--- src/design/dms_pkg.sv ---
// Constants and types shared by the data memory and special register file
// Operation
// - Byte-wide data memory from zero, registers first
// - Unused and reserved locations read as zero
// - Address zero redirects through the memory pointer
// - Pointer at zero: read zero, write nothing
// - Pointer top bit absent, always reads one
// - Masked bit writes; protected and read-only bits
// - Low counter byte write jumps in-page, dummy cycle
// - Table read splits word into two bytes
// - Current-page table address from pointer and page
// - Last-page table read forces high bits one
// - Table high byte only loaded by table read
// - Flag writes never touch sleep or watchdog bits
// - Carry from add, no-borrow, or rotate
// - Half carry from low nibble carry
// - Zero flag follows result equal to zero
// - Signed wrap when carries into/out differ
// - Sleep flag: set by sleep, cleared by restart
// - Watchdog flag: set by timeout, cleared by restart or sleep
// - Flags never saved automatically on call or interrupt
// - Global enable cleared on entry, set on return
// - Sixteen-bit timer count in byte pair, preloadable
// - Timer control holds mode and run bit
package dms_pkg;

	// Data memory address width; top pointer bit has no storage
	localparam int DATA_AW = 7;
	localparam int PTR_TOP_BIT = 7;

	// Special register locations
	localparam logic [6:0] ADDR_INDIRECT = 7'h00;
	localparam logic [6:0] ADDR_MEM_PTR = 7'h01;
	localparam logic [6:0] ADDR_WORK = 7'h05;
	localparam logic [6:0] ADDR_PC_LOW = 7'h06;
	localparam logic [6:0] ADDR_TAB_PTR = 7'h07;
	localparam logic [6:0] ADDR_TAB_HIGH = 7'h08;
	localparam logic [6:0] ADDR_FLAGS = 7'h0a;
	localparam logic [6:0] ADDR_IRQ_CTL = 7'h0b;
	localparam logic [6:0] ADDR_TIM_HIGH = 7'h0c;
	localparam logic [6:0] ADDR_TIM_LOW = 7'h0d;
	localparam logic [6:0] ADDR_TIM_CTL = 7'h0e;
	localparam logic [6:0] ADDR_TAB_PAGE = 7'h1f;
	localparam logic [6:0] GP_BASE = 7'h20;
	localparam int GP_DEPTH = 32;

	// Flag register bit positions
	localparam int FLAG_CARRY = 0;
	localparam int FLAG_HALF = 1;
	localparam int FLAG_ZERO = 2;
	localparam int FLAG_WRAP = 3;
	localparam int FLAG_SLEEP = 4;
	localparam int FLAG_WDOG = 5;
	localparam logic [7:0] FLAG_PROTECT = 8'h30;

	// Interrupt control and timer control fields
	localparam int IRQ_GLOBAL = 0;
	localparam int TIM_RUN = 4;
	localparam int TIM_MODE_LO = 6;
	localparam int TIM_MODE_HI = 7;

	// Reset values
	localparam logic [7:0] RST_BYTE = 8'h00;
	localparam logic [6:0] RST_PTR = 7'h00;
	localparam logic [15:0] RST_COUNT = 16'h0000;
	localparam logic [10:0] RST_PADDR = 11'h000;

	// Table page forced by the last-page read
	localparam logic [2:0] LAST_PAGE = 3'h7;

	// Cycles from read request to read data
	localparam int READ_LATENCY = 2;

	// Flag-affecting operation reported by the core
	typedef enum logic [2:0] {
		ALU_NONE,
		ALU_ADD,
		ALU_ADC,
		ALU_SUB,
		ALU_SBC,
		ALU_LOGIC,
		ALU_RRC,
		ALU_RLC
	} dms_alu_op_e;

endpackage

--- src/design/dms_data_memory.sv ---
// Data memory with special function registers, indirect port and flags
`timescale 1ns/1ps
`default_nettype none
module dms_data_memory #(
	parameter int GP_DEPTH = dms_pkg::GP_DEPTH
) (
	// Clock and reset
	input wire logic clock,
	input wire logic rst,
	// Read port
	input wire logic rdEn,
	input wire logic [6:0] rdAddr,
	output logic [7:0] rdData,
	output logic rdValid,
	// Write port, mask selects bits
	input wire logic wrEn,
	input wire logic [6:0] wrAddr,
	input wire logic [7:0] wrData,
	input wire logic [7:0] wrMask,
	// Program counter from core
	input wire logic [10:0] pcIn,
	// Table read
	input wire logic tblRdEn,
	input wire logic tblLast,
	input wire logic pageOptEn,
	output logic tblReq,
	output logic [10:0] tblAddr,
	input wire logic tblWrEn,
	input wire logic [13:0] tblWord,
	input wire logic [6:0] tblDest,
	// Jump on low counter byte write
	output logic jumpPulse,
	output logic [10:0] jumpAddr,
	output logic dummyCycle,
	// Flag update from the core
	input wire logic aluEn,
	input wire dms_pkg::dms_alu_op_e aluOp,
	input wire logic [7:0] aluA,
	input wire logic [7:0] aluB,
	input wire logic [7:0] aluResult,
	// System events
	input wire logic sleepExec,
	input wire logic wdtRestart,
	input wire logic wdtTimeout,
	input wire logic irqEntry,
	input wire logic irqReturn,
	// Timer hardware load
	input wire logic tmrLoadEn,
	input wire logic [15:0] tmrLoadVal,
	// Register views
	output logic [7:0] workValue,
	output logic [7:0] flagValue,
	output logic [7:0] irqControl,
	output logic [15:0] timerCount,
	output logic [7:0] timerControl
);

	localparam logic [7:0] GP_END = {1'b0, dms_pkg::GP_BASE} + 8'(GP_DEPTH);
	localparam int GP_AW = $clog2(GP_DEPTH);

	logic [6:0] memPtr;
	logic [7:0] tabPtr;
	logic [7:0] tabHigh;
	logic [7:0] tabPage;
	logic [7:0] next_flag;
	logic [7:0] next_irq;

	// Write source: table destination takes the port over
	logic [6:0] wA;
	logic [7:0] wD;
	logic [7:0] wM;
	logic wReq;
	logic [6:0] wEff;
	logic wGo;
	logic wGp;

	// Merge masked data into an old byte
	function automatic logic [7:0] merge(input logic [7:0] old, input logic [7:0] d,
		input logic [7:0] m);
		merge = (old & ~m) | (d & m);
	endfunction

	// Select write source and resolve indirection
	always_comb begin
		wA = tblWrEn ? tblDest : wrAddr;
		wD = tblWrEn ? tblWord[7:0] : wrData;
		wM = tblWrEn ? 8'hff : wrMask;
		wReq = tblWrEn | wrEn;
		wEff = (wA == dms_pkg::ADDR_INDIRECT) ? memPtr : wA;
		wGo = wReq && (wEff != dms_pkg::ADDR_INDIRECT);
		wGp = ({1'b0, wEff} >= {1'b0, dms_pkg::GP_BASE}) && ({1'b0, wEff} < GP_END);
	end

	// Read side address resolution
	logic [6:0] rEff;
	logic rGp;
	logic [7:0] sfrMux;
	logic rdV1;
	logic gp1;
	logic [7:0] sfr1;
	logic [7:0] gpData;

	always_comb begin
		rEff = (rdAddr == dms_pkg::ADDR_INDIRECT) ? memPtr : rdAddr;
		rGp = ({1'b0, rEff} >= {1'b0, dms_pkg::GP_BASE}) && ({1'b0, rEff} < GP_END);
	end

	// Special register read mux; unused and reserved read zero
	always_comb begin
		case (rEff)
			dms_pkg::ADDR_INDIRECT: sfrMux = 8'h00;
			dms_pkg::ADDR_MEM_PTR: sfrMux = {1'b1, memPtr};
			dms_pkg::ADDR_WORK: sfrMux = workValue;
			dms_pkg::ADDR_PC_LOW: sfrMux = pcIn[7:0];
			dms_pkg::ADDR_TAB_PTR: sfrMux = tabPtr;
			dms_pkg::ADDR_TAB_HIGH: sfrMux = tabHigh;
			dms_pkg::ADDR_FLAGS: sfrMux = flagValue;
			dms_pkg::ADDR_IRQ_CTL: sfrMux = irqControl;
			dms_pkg::ADDR_TIM_HIGH: sfrMux = timerCount[15:8];
			dms_pkg::ADDR_TIM_LOW: sfrMux = timerCount[7:0];
			dms_pkg::ADDR_TIM_CTL: sfrMux = timerControl;
			dms_pkg::ADDR_TAB_PAGE: sfrMux = tabPage;
			default: sfrMux = 8'h00;
		endcase
	end

	// General purpose area after the special registers
	dms_gp_ram #(
		.DW(8),
		.AW(GP_AW),
		.DEPTH(GP_DEPTH)
	) u_gp_ram (
		.clock(clock),
		.rst(rst),
		.wrEn(wGo && wGp),
		.wrAddr(GP_AW'(wEff - dms_pkg::GP_BASE)),
		.wrData(wD),
		.wrMask(wM),
		.rdAddr(GP_AW'(rEff - dms_pkg::GP_BASE)),
		.rdData(gpData)
	);

	// Two-stage read: whole old value captured in one edge
	always_ff @(posedge clock or posedge rst) begin
		if (rst) begin
			rdV1 <= 1'b0;
			gp1 <= 1'b0;
			sfr1 <= dms_pkg::RST_BYTE;
		end else begin
			rdV1 <= rdEn;
			gp1 <= rGp;
			sfr1 <= sfrMux;
		end
	end

	always_ff @(posedge clock or posedge rst) begin
		if (rst) begin
			rdData <= dms_pkg::RST_BYTE;
			rdValid <= 1'b0;
		end else begin
			rdValid <= rdV1;
			rdData <= gp1 ? gpData : sfr1;
		end
	end

	// Memory pointer: seven bits stored, top bit has no flop
	always_ff @(posedge clock or posedge rst) begin
		if (rst) begin
			memPtr <= dms_pkg::RST_PTR;
		end else if (wGo && wEff == dms_pkg::ADDR_MEM_PTR) begin
			memPtr <= (memPtr & ~wM[6:0]) | (wD[6:0] & wM[6:0]);
		end
	end

	// Work register and table pointer/page
	always_ff @(posedge clock or posedge rst) begin
		if (rst) begin
			workValue <= dms_pkg::RST_BYTE;
			tabPtr <= dms_pkg::RST_BYTE;
			tabPage <= dms_pkg::RST_BYTE;
		end else if (wGo) begin
			if (wEff == dms_pkg::ADDR_WORK) workValue <= merge(workValue, wD, wM);
			if (wEff == dms_pkg::ADDR_TAB_PTR) tabPtr <= merge(tabPtr, wD, wM);
			if (wEff == dms_pkg::ADDR_TAB_PAGE) tabPage <= merge(tabPage, wD, wM);
		end
	end

	// Table high byte: writes by address are ignored
	always_ff @(posedge clock or posedge rst) begin
		if (rst) begin
			tabHigh <= dms_pkg::RST_BYTE;
		end else if (tblWrEn) begin
			tabHigh <= {2'b00, tblWord[13:8]};
		end
	end

	// Table address: pointer for low bits, page source by mode
	always_ff @(posedge clock or posedge rst) begin
		if (rst) begin
			tblReq <= 1'b0;
			tblAddr <= dms_pkg::RST_PADDR;
		end else begin
			tblReq <= tblRdEn;
			if (tblRdEn) begin
				if (tblLast) begin
					tblAddr <= {dms_pkg::LAST_PAGE, tabPtr};
				end else if (pageOptEn) begin
					tblAddr <= {tabPage[2:0], tabPtr};
				end else begin
					tblAddr <= {pcIn[10:8], tabPtr};
				end
			end
		end
	end

	// Low counter byte write becomes an in-page jump plus a dummy cycle
	always_ff @(posedge clock or posedge rst) begin
		if (rst) begin
			jumpPulse <= 1'b0;
			jumpAddr <= dms_pkg::RST_PADDR;
			dummyCycle <= 1'b0;
		end else begin
			jumpPulse <= wGo && (wEff == dms_pkg::ADDR_PC_LOW) && (wM != 8'h00);
			dummyCycle <= jumpPulse;
			if (wGo && wEff == dms_pkg::ADDR_PC_LOW) begin
				jumpAddr <= {pcIn[10:8], merge(pcIn[7:0], wD, wM)};
			end
		end
	end

	// Flag arithmetic on the operands the core reports
	logic cin;
	logic sub;
	logic [7:0] bOp;
	logic [8:0] sum9;
	logic [4:0] low5;
	logic [7:0] low8;

	always_comb begin
		sub = (aluOp == dms_pkg::ALU_SUB) || (aluOp == dms_pkg::ALU_SBC);
		case (aluOp)
			dms_pkg::ALU_ADC: cin = flagValue[dms_pkg::FLAG_CARRY];
			dms_pkg::ALU_SBC: cin = flagValue[dms_pkg::FLAG_CARRY];
			dms_pkg::ALU_SUB: cin = 1'b1;
			default: cin = 1'b0;
		endcase
		// Subtract as add of complement: carry out means no borrow
		bOp = sub ? ~aluB : aluB;
		sum9 = {1'b0, aluA} + {1'b0, bOp} + {8'h00, cin};
		low5 = {1'b0, aluA[3:0]} + {1'b0, bOp[3:0]} + {4'h0, cin};
		low8 = {1'b0, aluA[6:0]} + {1'b0, bOp[6:0]} + {7'h00, cin};
	end

	// Next flag value: write, then operation, then system events
	always_comb begin
		next_flag = flagValue;
		if (wGo && wEff == dms_pkg::ADDR_FLAGS) begin
			next_flag = (merge(flagValue, wD, wM) & ~dms_pkg::FLAG_PROTECT)
				| (flagValue & dms_pkg::FLAG_PROTECT);
		end
		if (aluEn) begin
			case (aluOp)
				dms_pkg::ALU_ADD, dms_pkg::ALU_ADC, dms_pkg::ALU_SUB, dms_pkg::ALU_SBC: begin
					next_flag[dms_pkg::FLAG_CARRY] = sum9[8];
					next_flag[dms_pkg::FLAG_HALF] = low5[4];
					next_flag[dms_pkg::FLAG_ZERO] = (sum9[7:0] == 8'h00);
					next_flag[dms_pkg::FLAG_WRAP] = low8[7] ^ sum9[8];
				end
				dms_pkg::ALU_LOGIC: next_flag[dms_pkg::FLAG_ZERO] = (aluResult == 8'h00);
				dms_pkg::ALU_RRC: next_flag[dms_pkg::FLAG_CARRY] = aluA[0];
				dms_pkg::ALU_RLC: next_flag[dms_pkg::FLAG_CARRY] = aluA[7];
				default: next_flag = next_flag;
			endcase
		end
		if (wdtRestart) begin
			next_flag[dms_pkg::FLAG_SLEEP] = 1'b0;
			next_flag[dms_pkg::FLAG_WDOG] = 1'b0;
		end
		if (sleepExec) begin
			next_flag[dms_pkg::FLAG_SLEEP] = 1'b1;
			next_flag[dms_pkg::FLAG_WDOG] = 1'b0;
		end
		// Time-out set beats any clear in the same cycle
		if (wdtTimeout) next_flag[dms_pkg::FLAG_WDOG] = 1'b1;
	end

	// Flags are plain state; nothing pushes them on call or entry
	always_ff @(posedge clock or posedge rst) begin
		if (rst) begin
			flagValue <= dms_pkg::RST_BYTE;
		end else begin
			flagValue <= next_flag;
		end
	end

	// Interrupt control: return sets global enable over any clear
	always_comb begin
		next_irq = irqControl;
		if (wGo && wEff == dms_pkg::ADDR_IRQ_CTL) next_irq = merge(irqControl, wD, wM);
		if (irqEntry) next_irq[dms_pkg::IRQ_GLOBAL] = 1'b0;
		if (irqReturn) next_irq[dms_pkg::IRQ_GLOBAL] = 1'b1;
	end

	always_ff @(posedge clock or posedge rst) begin
		if (rst) begin
			irqControl <= dms_pkg::RST_BYTE;
		end else begin
			irqControl <= next_irq;
		end
	end

	// Timer pair: hardware load first, software preload overrides a byte
	always_ff @(posedge clock or posedge rst) begin
		if (rst) begin
			timerCount <= dms_pkg::RST_COUNT;
		end else begin
			if (tmrLoadEn) timerCount <= tmrLoadVal;
			if (wGo && wEff == dms_pkg::ADDR_TIM_HIGH) begin
				timerCount[15:8] <= merge(timerCount[15:8], wD, wM);
			end
			if (wGo && wEff == dms_pkg::ADDR_TIM_LOW) begin
				timerCount[7:0] <= merge(timerCount[7:0], wD, wM);
			end
		end
	end

	// Timer control: mode in top bits, run bit below
	always_ff @(posedge clock or posedge rst) begin
		if (rst) begin
			timerControl <= dms_pkg::RST_BYTE;
		end else if (wGo && wEff == dms_pkg::ADDR_TIM_CTL) begin
			timerControl <= merge(timerControl, wD, wM);
		end
	end
endmodule
`default_nettype wire

--- src/design/dms_gp_ram.sv ---
// General purpose RAM with per-bit write mask and registered read
`timescale 1ns/1ps
`default_nettype none
module dms_gp_ram #(
	parameter int DW = 8,
	parameter int AW = 5,
	parameter int DEPTH = 32
) (
	// Clock and reset
	input wire logic clock,
	input wire logic rst,
	// Write side
	input wire logic wrEn,
	input wire logic [AW-1:0] wrAddr,
	input wire logic [DW-1:0] wrData,
	input wire logic [DW-1:0] wrMask,
	// Read side
	input wire logic [AW-1:0] rdAddr,
	output logic [DW-1:0] rdData
);

	logic [DW-1:0] mem [DEPTH];

	// Masked write keeps bits outside the mask
	always_ff @(posedge clock) begin
		if (wrEn) begin
			mem[wrAddr] <= (mem[wrAddr] & ~wrMask) | (wrData & wrMask);
		end
	end

	// Read before write: same-cycle read returns old word whole
	always_ff @(posedge clock or posedge rst) begin
		if (rst) begin
			rdData <= '0;
		end else begin
			rdData <= mem[rdAddr];
		end
	end

endmodule
`default_nettype wire

--- config.mk ---
export PLATFORM = sky130hd
export DESIGN_NAME = dms_data_memory
export DESIGN_NICKNAME = d
export VERILOG_FILES = /design/src/design/dms_pkg.sv /design/src/design/dms_data_memory.sv /design/src/design/dms_gp_ram.sv
export SDC_FILE = /design/constraint.sdc
export NUM_CORES = 1
export LEC_CHECK = 0
export BUFFER_PORTS_ARGS = -buffer_cell sky130_fd_sc_hd__buf_2
export CAP_MARGIN = 20
export CORE_MARGIN = 3
export CORE_UTILIZATION = 45
export DETAILED_ROUTE_END_ITERATION = 8
export PLACE_DENSITY = 0.68
export SYNTH_ARGS = -nofsm -noshare
export SYNTH_HDL_FRONTEND = slang
export SYNTH_HIERARCHICAL = 1
export SYNTH_SLANG_ARGS = --single-unit
--- constraint.sdc ---
create_clock -name clock -period 3.8 [get_ports clock]
set_input_delay 0.76 -clock clock [delete_from_list [all_inputs] [get_ports clock]]
set_output_delay 0.76 -clock clock [all_outputs]
set_load 0.05 [all_outputs]
# ---- Word-level counts from Yosys, hierarchy flattened
# Memories as Yosys holds them, arrays and structs flattened. A register that Yosys moved wholly into a read port is not among the register bits.
# Index checks and enable logic that the tools add are counted.
dict set report classes {
  n_addsub 8
  mul 0
  div 0
  n_lt_le_gt_ge 4
  n_eq_ne 28
  shift 0
  muxes 28
  bitwise_logic 30
  reduce_logical 27
}
# operator count
set op_table {}
lappend op_table {{8-bit AND} 11}
lappend op_table {{8-bit case mux with 11 select lines} 1}
lappend op_table {{8-bit bitwise OR} 10}
lappend op_table {{7-bit by 4-bit equality test with 1-bit output (second input constant)} 11}
lappend op_table {{8-bit two-way mux} 7}
lappend op_table {{7-bit by 3-bit equality test with 1-bit output (second input constant)} 6}
lappend op_table {{11-bit two-way mux} 2}
lappend op_table {{7-bit two-way mux} 3}
lappend op_table {{8-bit logical NOT} 2}
lappend op_table {{16-bit two-way mux} 1}
lappend op_table {{8-bit NOT} 2}
lappend op_table {{7-bit AND} 2}
lappend op_table {{7-bit by 1-bit equality test with 1-bit output (second input constant)} 2}
lappend op_table {{7-bit by 5-bit equality test with 1-bit output (second input constant)} 2}
lappend op_table {{7-bit by 6-bit greater-or-equal comparator with 1-bit output (second input constant)} 2}
lappend op_table {{7-bit logical NOT} 2}
lappend op_table {{7-bit less-than comparator (second input constant)} 2}
lappend op_table {{3-bit equality test (second input constant)} 4}
lappend op_table {{1-bit logical AND} 12}
lappend op_table {{5-bit by 1-bit subtractor with 5-bit output (second input constant)} 2}
lappend op_table {{8-bit by 8-bit adder with 9-bit output} 1}
lappend op_table {{9-bit by 1-bit adder with 9-bit output} 1}
lappend op_table {{7-bit by 7-bit adder with 8-bit output} 1}
lappend op_table {{8-bit by 1-bit adder with 8-bit output} 1}
lappend op_table {{22 further kinds} 35}
dict set report totals {
  register_bits 121
  latchBits 0
  ramBits 256
  mem_bits_ro 0
  in_bits 120
  out_inout_bits 82
  elab_cells 147
  n_memories 1
}
# name words width rd rd_clocked_by_memory_dff wr line_no
set memory_table {}
lappend memory_table {u_gp_ram.mem 32 8 2 1 1 dms_gp_ram.sv:22} ;# logic [DW-1:0] mem [DEPTH];

# ---- Longest topological paths before layout
dict set report logic_depth {
  word_depth 10
  mapped_depth 15
  depth_no_buf 13
}

# ---- Cells and area by module
# The synthesis kept the hierarchy.
# mod n_inst cells_per_inst area_each_um2
set by_module_without_submodules {}
lappend by_module_without_submodules {dms_gp_ram 1 682 12513.3}
lappend by_module_without_submodules {dms_data_memory 1 671 6960.4}

# ---- Worst setup path before layout
# No wires, ideal clock.
dict set report synth_path {
  kind {input to register}
  from {input port tblWrEn}
  to {memory u_gp_ram.mem[0][0] (data pin)}
  t_arrival_ns 3.904
  required_time_ns 3.404
  setup_slack_ns -0.500
  path_stages 14
  path_buffers 5
  path_cell_list {buf_6 > nor3b_4 > nand2_1 > a21boi_4 > a221oi_4 > inv_4 > buf_4 > buf_4 > buf_4 > buf_4 > mux2i_1 > o221ai_1 > o211ai_1 > a32oi_1}
}
dict set report synth_via {
  elab_chain_cells 7
}
# element line_no
set synth_lines {}
lappend synth_lines {{start: declaration} dms_data_memory.sv:28} ;# input wire logic tblWrEn,
lappend synth_lines {{7-bit two-way mux *} dms_data_memory.sv:85} ;# wA = tblWrEn ? tblDest : wrAddr;
lappend synth_lines {{7-bit logical NOT} dms_data_memory.sv:89} ;# wEff = (wA == dms_pkg::ADDR_INDIRECT) ? memPtr : wA;
lappend synth_lines {{7-bit two-way mux *} dms_data_memory.sv:89}
lappend synth_lines {{net wEff[1]} dms_data_memory.sv:73} ;# logic [6:0] wEff;
lappend synth_lines {{5-bit by 1-bit subtractor with 5-bit output *} dms_data_memory.sv:136} ;# .wrAddr(GP_AW'(wEff - dms_pkg::GP_BASE)),
lappend synth_lines {{memory read 32 x 8 bit *} -}
lappend synth_lines {{8-bit AND *} dms_gp_ram.sv:27} ;# mem[wrAddr] <= (mem[wrAddr] & ~wrMask) | (wrData & wrMask);
lappend synth_lines {{8-bit bitwise OR *} dms_gp_ram.sv:27}
lappend synth_lines {{end: declaration} dms_gp_ram.sv:22}
# The timed path passes the listed nets; every way through them passes the cells marked *.

# ---- Final worst setup path
dict set report layout_path {
  from {input port tblDest[0]}
  to {memory u_gp_ram.mem[14][6] (data pin)}
}
dict set report layout_via {
  elab_chain_cells 7
}
# element line_no
set layout_lines {}
lappend layout_lines {{start: declaration} dms_data_memory.sv:30} ;# input wire logic [6:0] tblDest,
lappend layout_lines {{7-bit two-way mux} dms_data_memory.sv:85}
lappend layout_lines {{7-bit logical NOT} dms_data_memory.sv:89}
lappend layout_lines {{7-bit two-way mux} dms_data_memory.sv:89}
lappend layout_lines {{net wEff[4]} dms_data_memory.sv:73}
lappend layout_lines {{5-bit by 1-bit subtractor with 5-bit output} dms_data_memory.sv:136}
lappend layout_lines {{memory read 32 x 8 bit} -}
lappend layout_lines {{8-bit AND} dms_gp_ram.sv:27}
lappend layout_lines {{8-bit bitwise OR} dms_gp_ram.sv:27}
# The timed path passes the listed nets, and every way through them passes these cells.

==> impl_metrics.csv <==
group,metric,value,unit
critical_path,required,4.07,ns
route,wl_met3,6.43,mm
global_route,overflow,0,
yosys,syn_area_per_cell,14.4,um2
timing,maxSlewHeadroom,0.444,
timing,finalSetupViolations,0,
power,peakVddDrop,0.000358,V
yosys,syn-cell-area,19500,um2
power,leakagePower,0.00969,uW
timing,tightest_slew,0.830,ns
floorplan,dieArea,45800,um2
route,top_layer,"met5",
global_route,first_global_vias,14787,
timing,final.setup.tns,0,ns
clocking,path_clk_slew,0.06,ns
route,drt-total-wl,64.7,mm
clocking,cts_resized,0,
route,drc_errors,0,
power,power.density,453,nW/um2
placed_design,numPortBuffers,201,
flow_run,drv_cap,0,
critical_path,critPathMaxFanout,16,
route,drtIter0Drc,2071,
clocking,postCtsHoldBufs,0,
yosys,ys_types,85,
critical_path,reg2reg_depth,10,
yosys,ys_warn_count,6,
route,drt_first_pass_iters,6,
timing,fmax,0.288,GHz
power,power,10900,uW
yosys,syn_nets,1482,
critical_path,critPathCaptureType,"flip-flop",
clocking,cts_tree,"done",
clocking,htreeDepth,2,
placed_design,placed_cells_incl_taps,2282,
critical_path,crit_arrival,3.75,ns
yosys,async_reset_ff_frac,0.335,
critical_path,critical_path_class,"in -> reg",
global_route,grt_util_all_layers,0.277,
route,drtAntennaViolNets,0,
outcome,status,"finished, final reports clean",
route,route.met2.wl,31.3,mm
floorplan,std_cell_rows,75,
placed_design,gp_congestion,0.996,
placed_design,dp_hpwl,48.8,mm
yosys,ys_ff_latch,385,
layout,area_growth_syn_to_layout,24.0,%
critical_path,cp-start-kind,"input pin",
floorplan,fp.dieW,214,um
layout,final_cells,2357,
yosys,synth-edff-count,256,
layout,drive_gt1_frac,0.391,
layout,nNetsFinal,1879,
yosys,synthCells,1353,
clocking,cts_sinks,385,
layout,fin_util,0.570,
timing,skew,0.0186,ns
floorplan,start_util,0.460,
timing,fin_crit_sh,0.914,
route,vias,14670,
clocking,clk_latency,0.55,ns
clocking,cts_buffer_depth,3,
floorplan,core,42300,um2
yosys,synth-seq-area-share,0.561,
clocking,cts_inserted_buffers,42,
global_route,antenna_found_initial,1,
floorplan,ioPinCount,202,
yosys,synth_top_flop_cell,"edfxtp_1",
timing,drv_slew,0,
clocking,post_cts_buffers,0,
route,wl_per_cell,27.4,um
global_route,grt_pass1_wl,95.9,mm
clocking,cts-root-buf,"clkbuf_16",
timing,hold_violations,0,
floorplan,die_y,214,um
timing,min_period,3.47,ns
layout,n_fill_cell,3365,
timing,rsz0062_at_grt,"no",
route,wl_met1,24.6,mm
min_path,hold_path.class,"in -> async",
route,via_per_inst,6.22,
timing,hold_slack,0.195,ns
global_route,grt_max_degree,46,
==> routing by layer <==
layer  vias to the layer above  GRT usage
li1                       6166          -
met1                      7366      0.364
met2                       964      0.462
met3                       172     0.0605
met4                         2     0.0942
met5                         -          0
==> power by group <==
part	total, uW	leakage (uW)	switching, uW	internal [uW]
clock	4100	0.000655	1650	2450
combinational	1960	0.00509	1240	728
sequential	4870	0.00395	153	4710
==> critical path: stages <==
cell and delay, ns:
buf_2 0.11, nor4_1 0.39, and2_1 0.23, buf_4 0.12, o21ai_0 0.09, nand2_1 0.26
buf_4 0.22, buf_4 0.18, nand4bb_1 0.23, nor2_1 0.08, a211o_1 0.27, nor4_1 0.38
a41oi_2 0.19, buf_4 0.22
==> area by class of cell <==
cell class | count | area [um2] | area share
Antenna cell | 1 | 2.50 | 0.000104
Clock buffer | 59 | 1190 | 0.0492
Clock inverter | 14 | 178 | 0.00736
Sequential cell | 385 | 10900 | 0.452
Timing Repair Buffer | 427 | 2880 | 0.119
Multi-Input combinational cell | 845 | 8060 | 0.334
Tap cell | 577 | 722 | 0.0299
Inverter | 49 | 190 | 0.00788
==> cell usage in the layout (no fill, tap or decap), types with 8 or more instances in the layout <==
cell / instances
o22ai_1: 15
o21a_1: 8
nand2b_1: 11
mux4_2: 90
a222oi_1: 22
mux2_4: 8
nor3b_1: 10
nor2b_1: 22
xor2_1: 11
nand4_1: 12
mux4_1: 17
clkbuf_16: 45
mux2_2: 77
a21oi_1: 18
inv_1: 39
nand3_1: 22
o21ai_0: 20
mux2i_1: 92
a221oi_1: 19
dfrtp_1: 129
nor2_1: 119
nor4_1: 15
edfxtp_1: 256
clkbuf_1: 13
clkinv_1: 10
buf_12: 14
buf_4: 211
buf_2: 201
nor3_1: 13
a22oi_1: 12
a22o_1: 11
nand2_1: 68
==> synth_stat cells, types with 12 or more instances <==
cell type,instances,area [um2]
mux2i_1,92,921
nor3_1,13,65.1
mux4_2,90,2030
nand2_1,68,255
mux4_1,17,447
a22oi_1,12,90.1
nor2b_1,22,138
nor2_1,119,447
o22ai_1,15,93.8
a21oi_1,19,95.1
mux2_2,77,867
nand3_1,22,110
buf_2,21,105
buf_4,17,128
clkbuf_1,23,86.3
nor4_1,15,93.8
a221oi_1,19,166
edfxtp_1,256,7690
nand4_1,12,75.1
dfrtp_1,129,3230
a222oi_1,22,220
o21ai_0,20,100
inv_1,41,154
==> cells by family (layout without fill, tap and decap cells) <==
logic type / count (synthesis) / after routing / share of synthesized area
buf+inv: 123 / 549 / 0.0314
simple gates: 339 / 339 / 0.0901
xor+xnor: 15 / 15 / 0.00675
fa+ha+maj: 9 / 9 / 0.00655
compound gates: 196 / 196 / 0.0784
other cells: 0 / 1 / 0
mux: 286 / 286 / 0.226
flops: 385 / 385 / 0.561
==> stage by stage <==
stage                     worst slack (ns)  instance area [um2]
after global placement              -0.206                22800
final                                0.328                24100
after floorplan                    0.00953                19600
after detailed placement            -0.231                22800
after CTS                            0.330                24100
after global routing                 0.170                24100
==> path summary, 6_finish.rpt <==
| check | start | end | slack [ns] |
|---|---|---|---|
| max reg2reg | flip-flop | u_gp_ram/mem[14][6] | 0.76 |
| min in group clock | rdEn | rdV1 | 0.34 |
| min | rst | u_gp_ram/rdData[3] | 0.20 |
| min reg2reg | rdV1 | rdValid | 0.35 |
| max | tblDest[0] | u_gp_ram/mem[14][6] | 0.33 |
| max in group asynchronous | rst | rdData[5] | 2.68 |
Power figures use the tool's default switching activity.
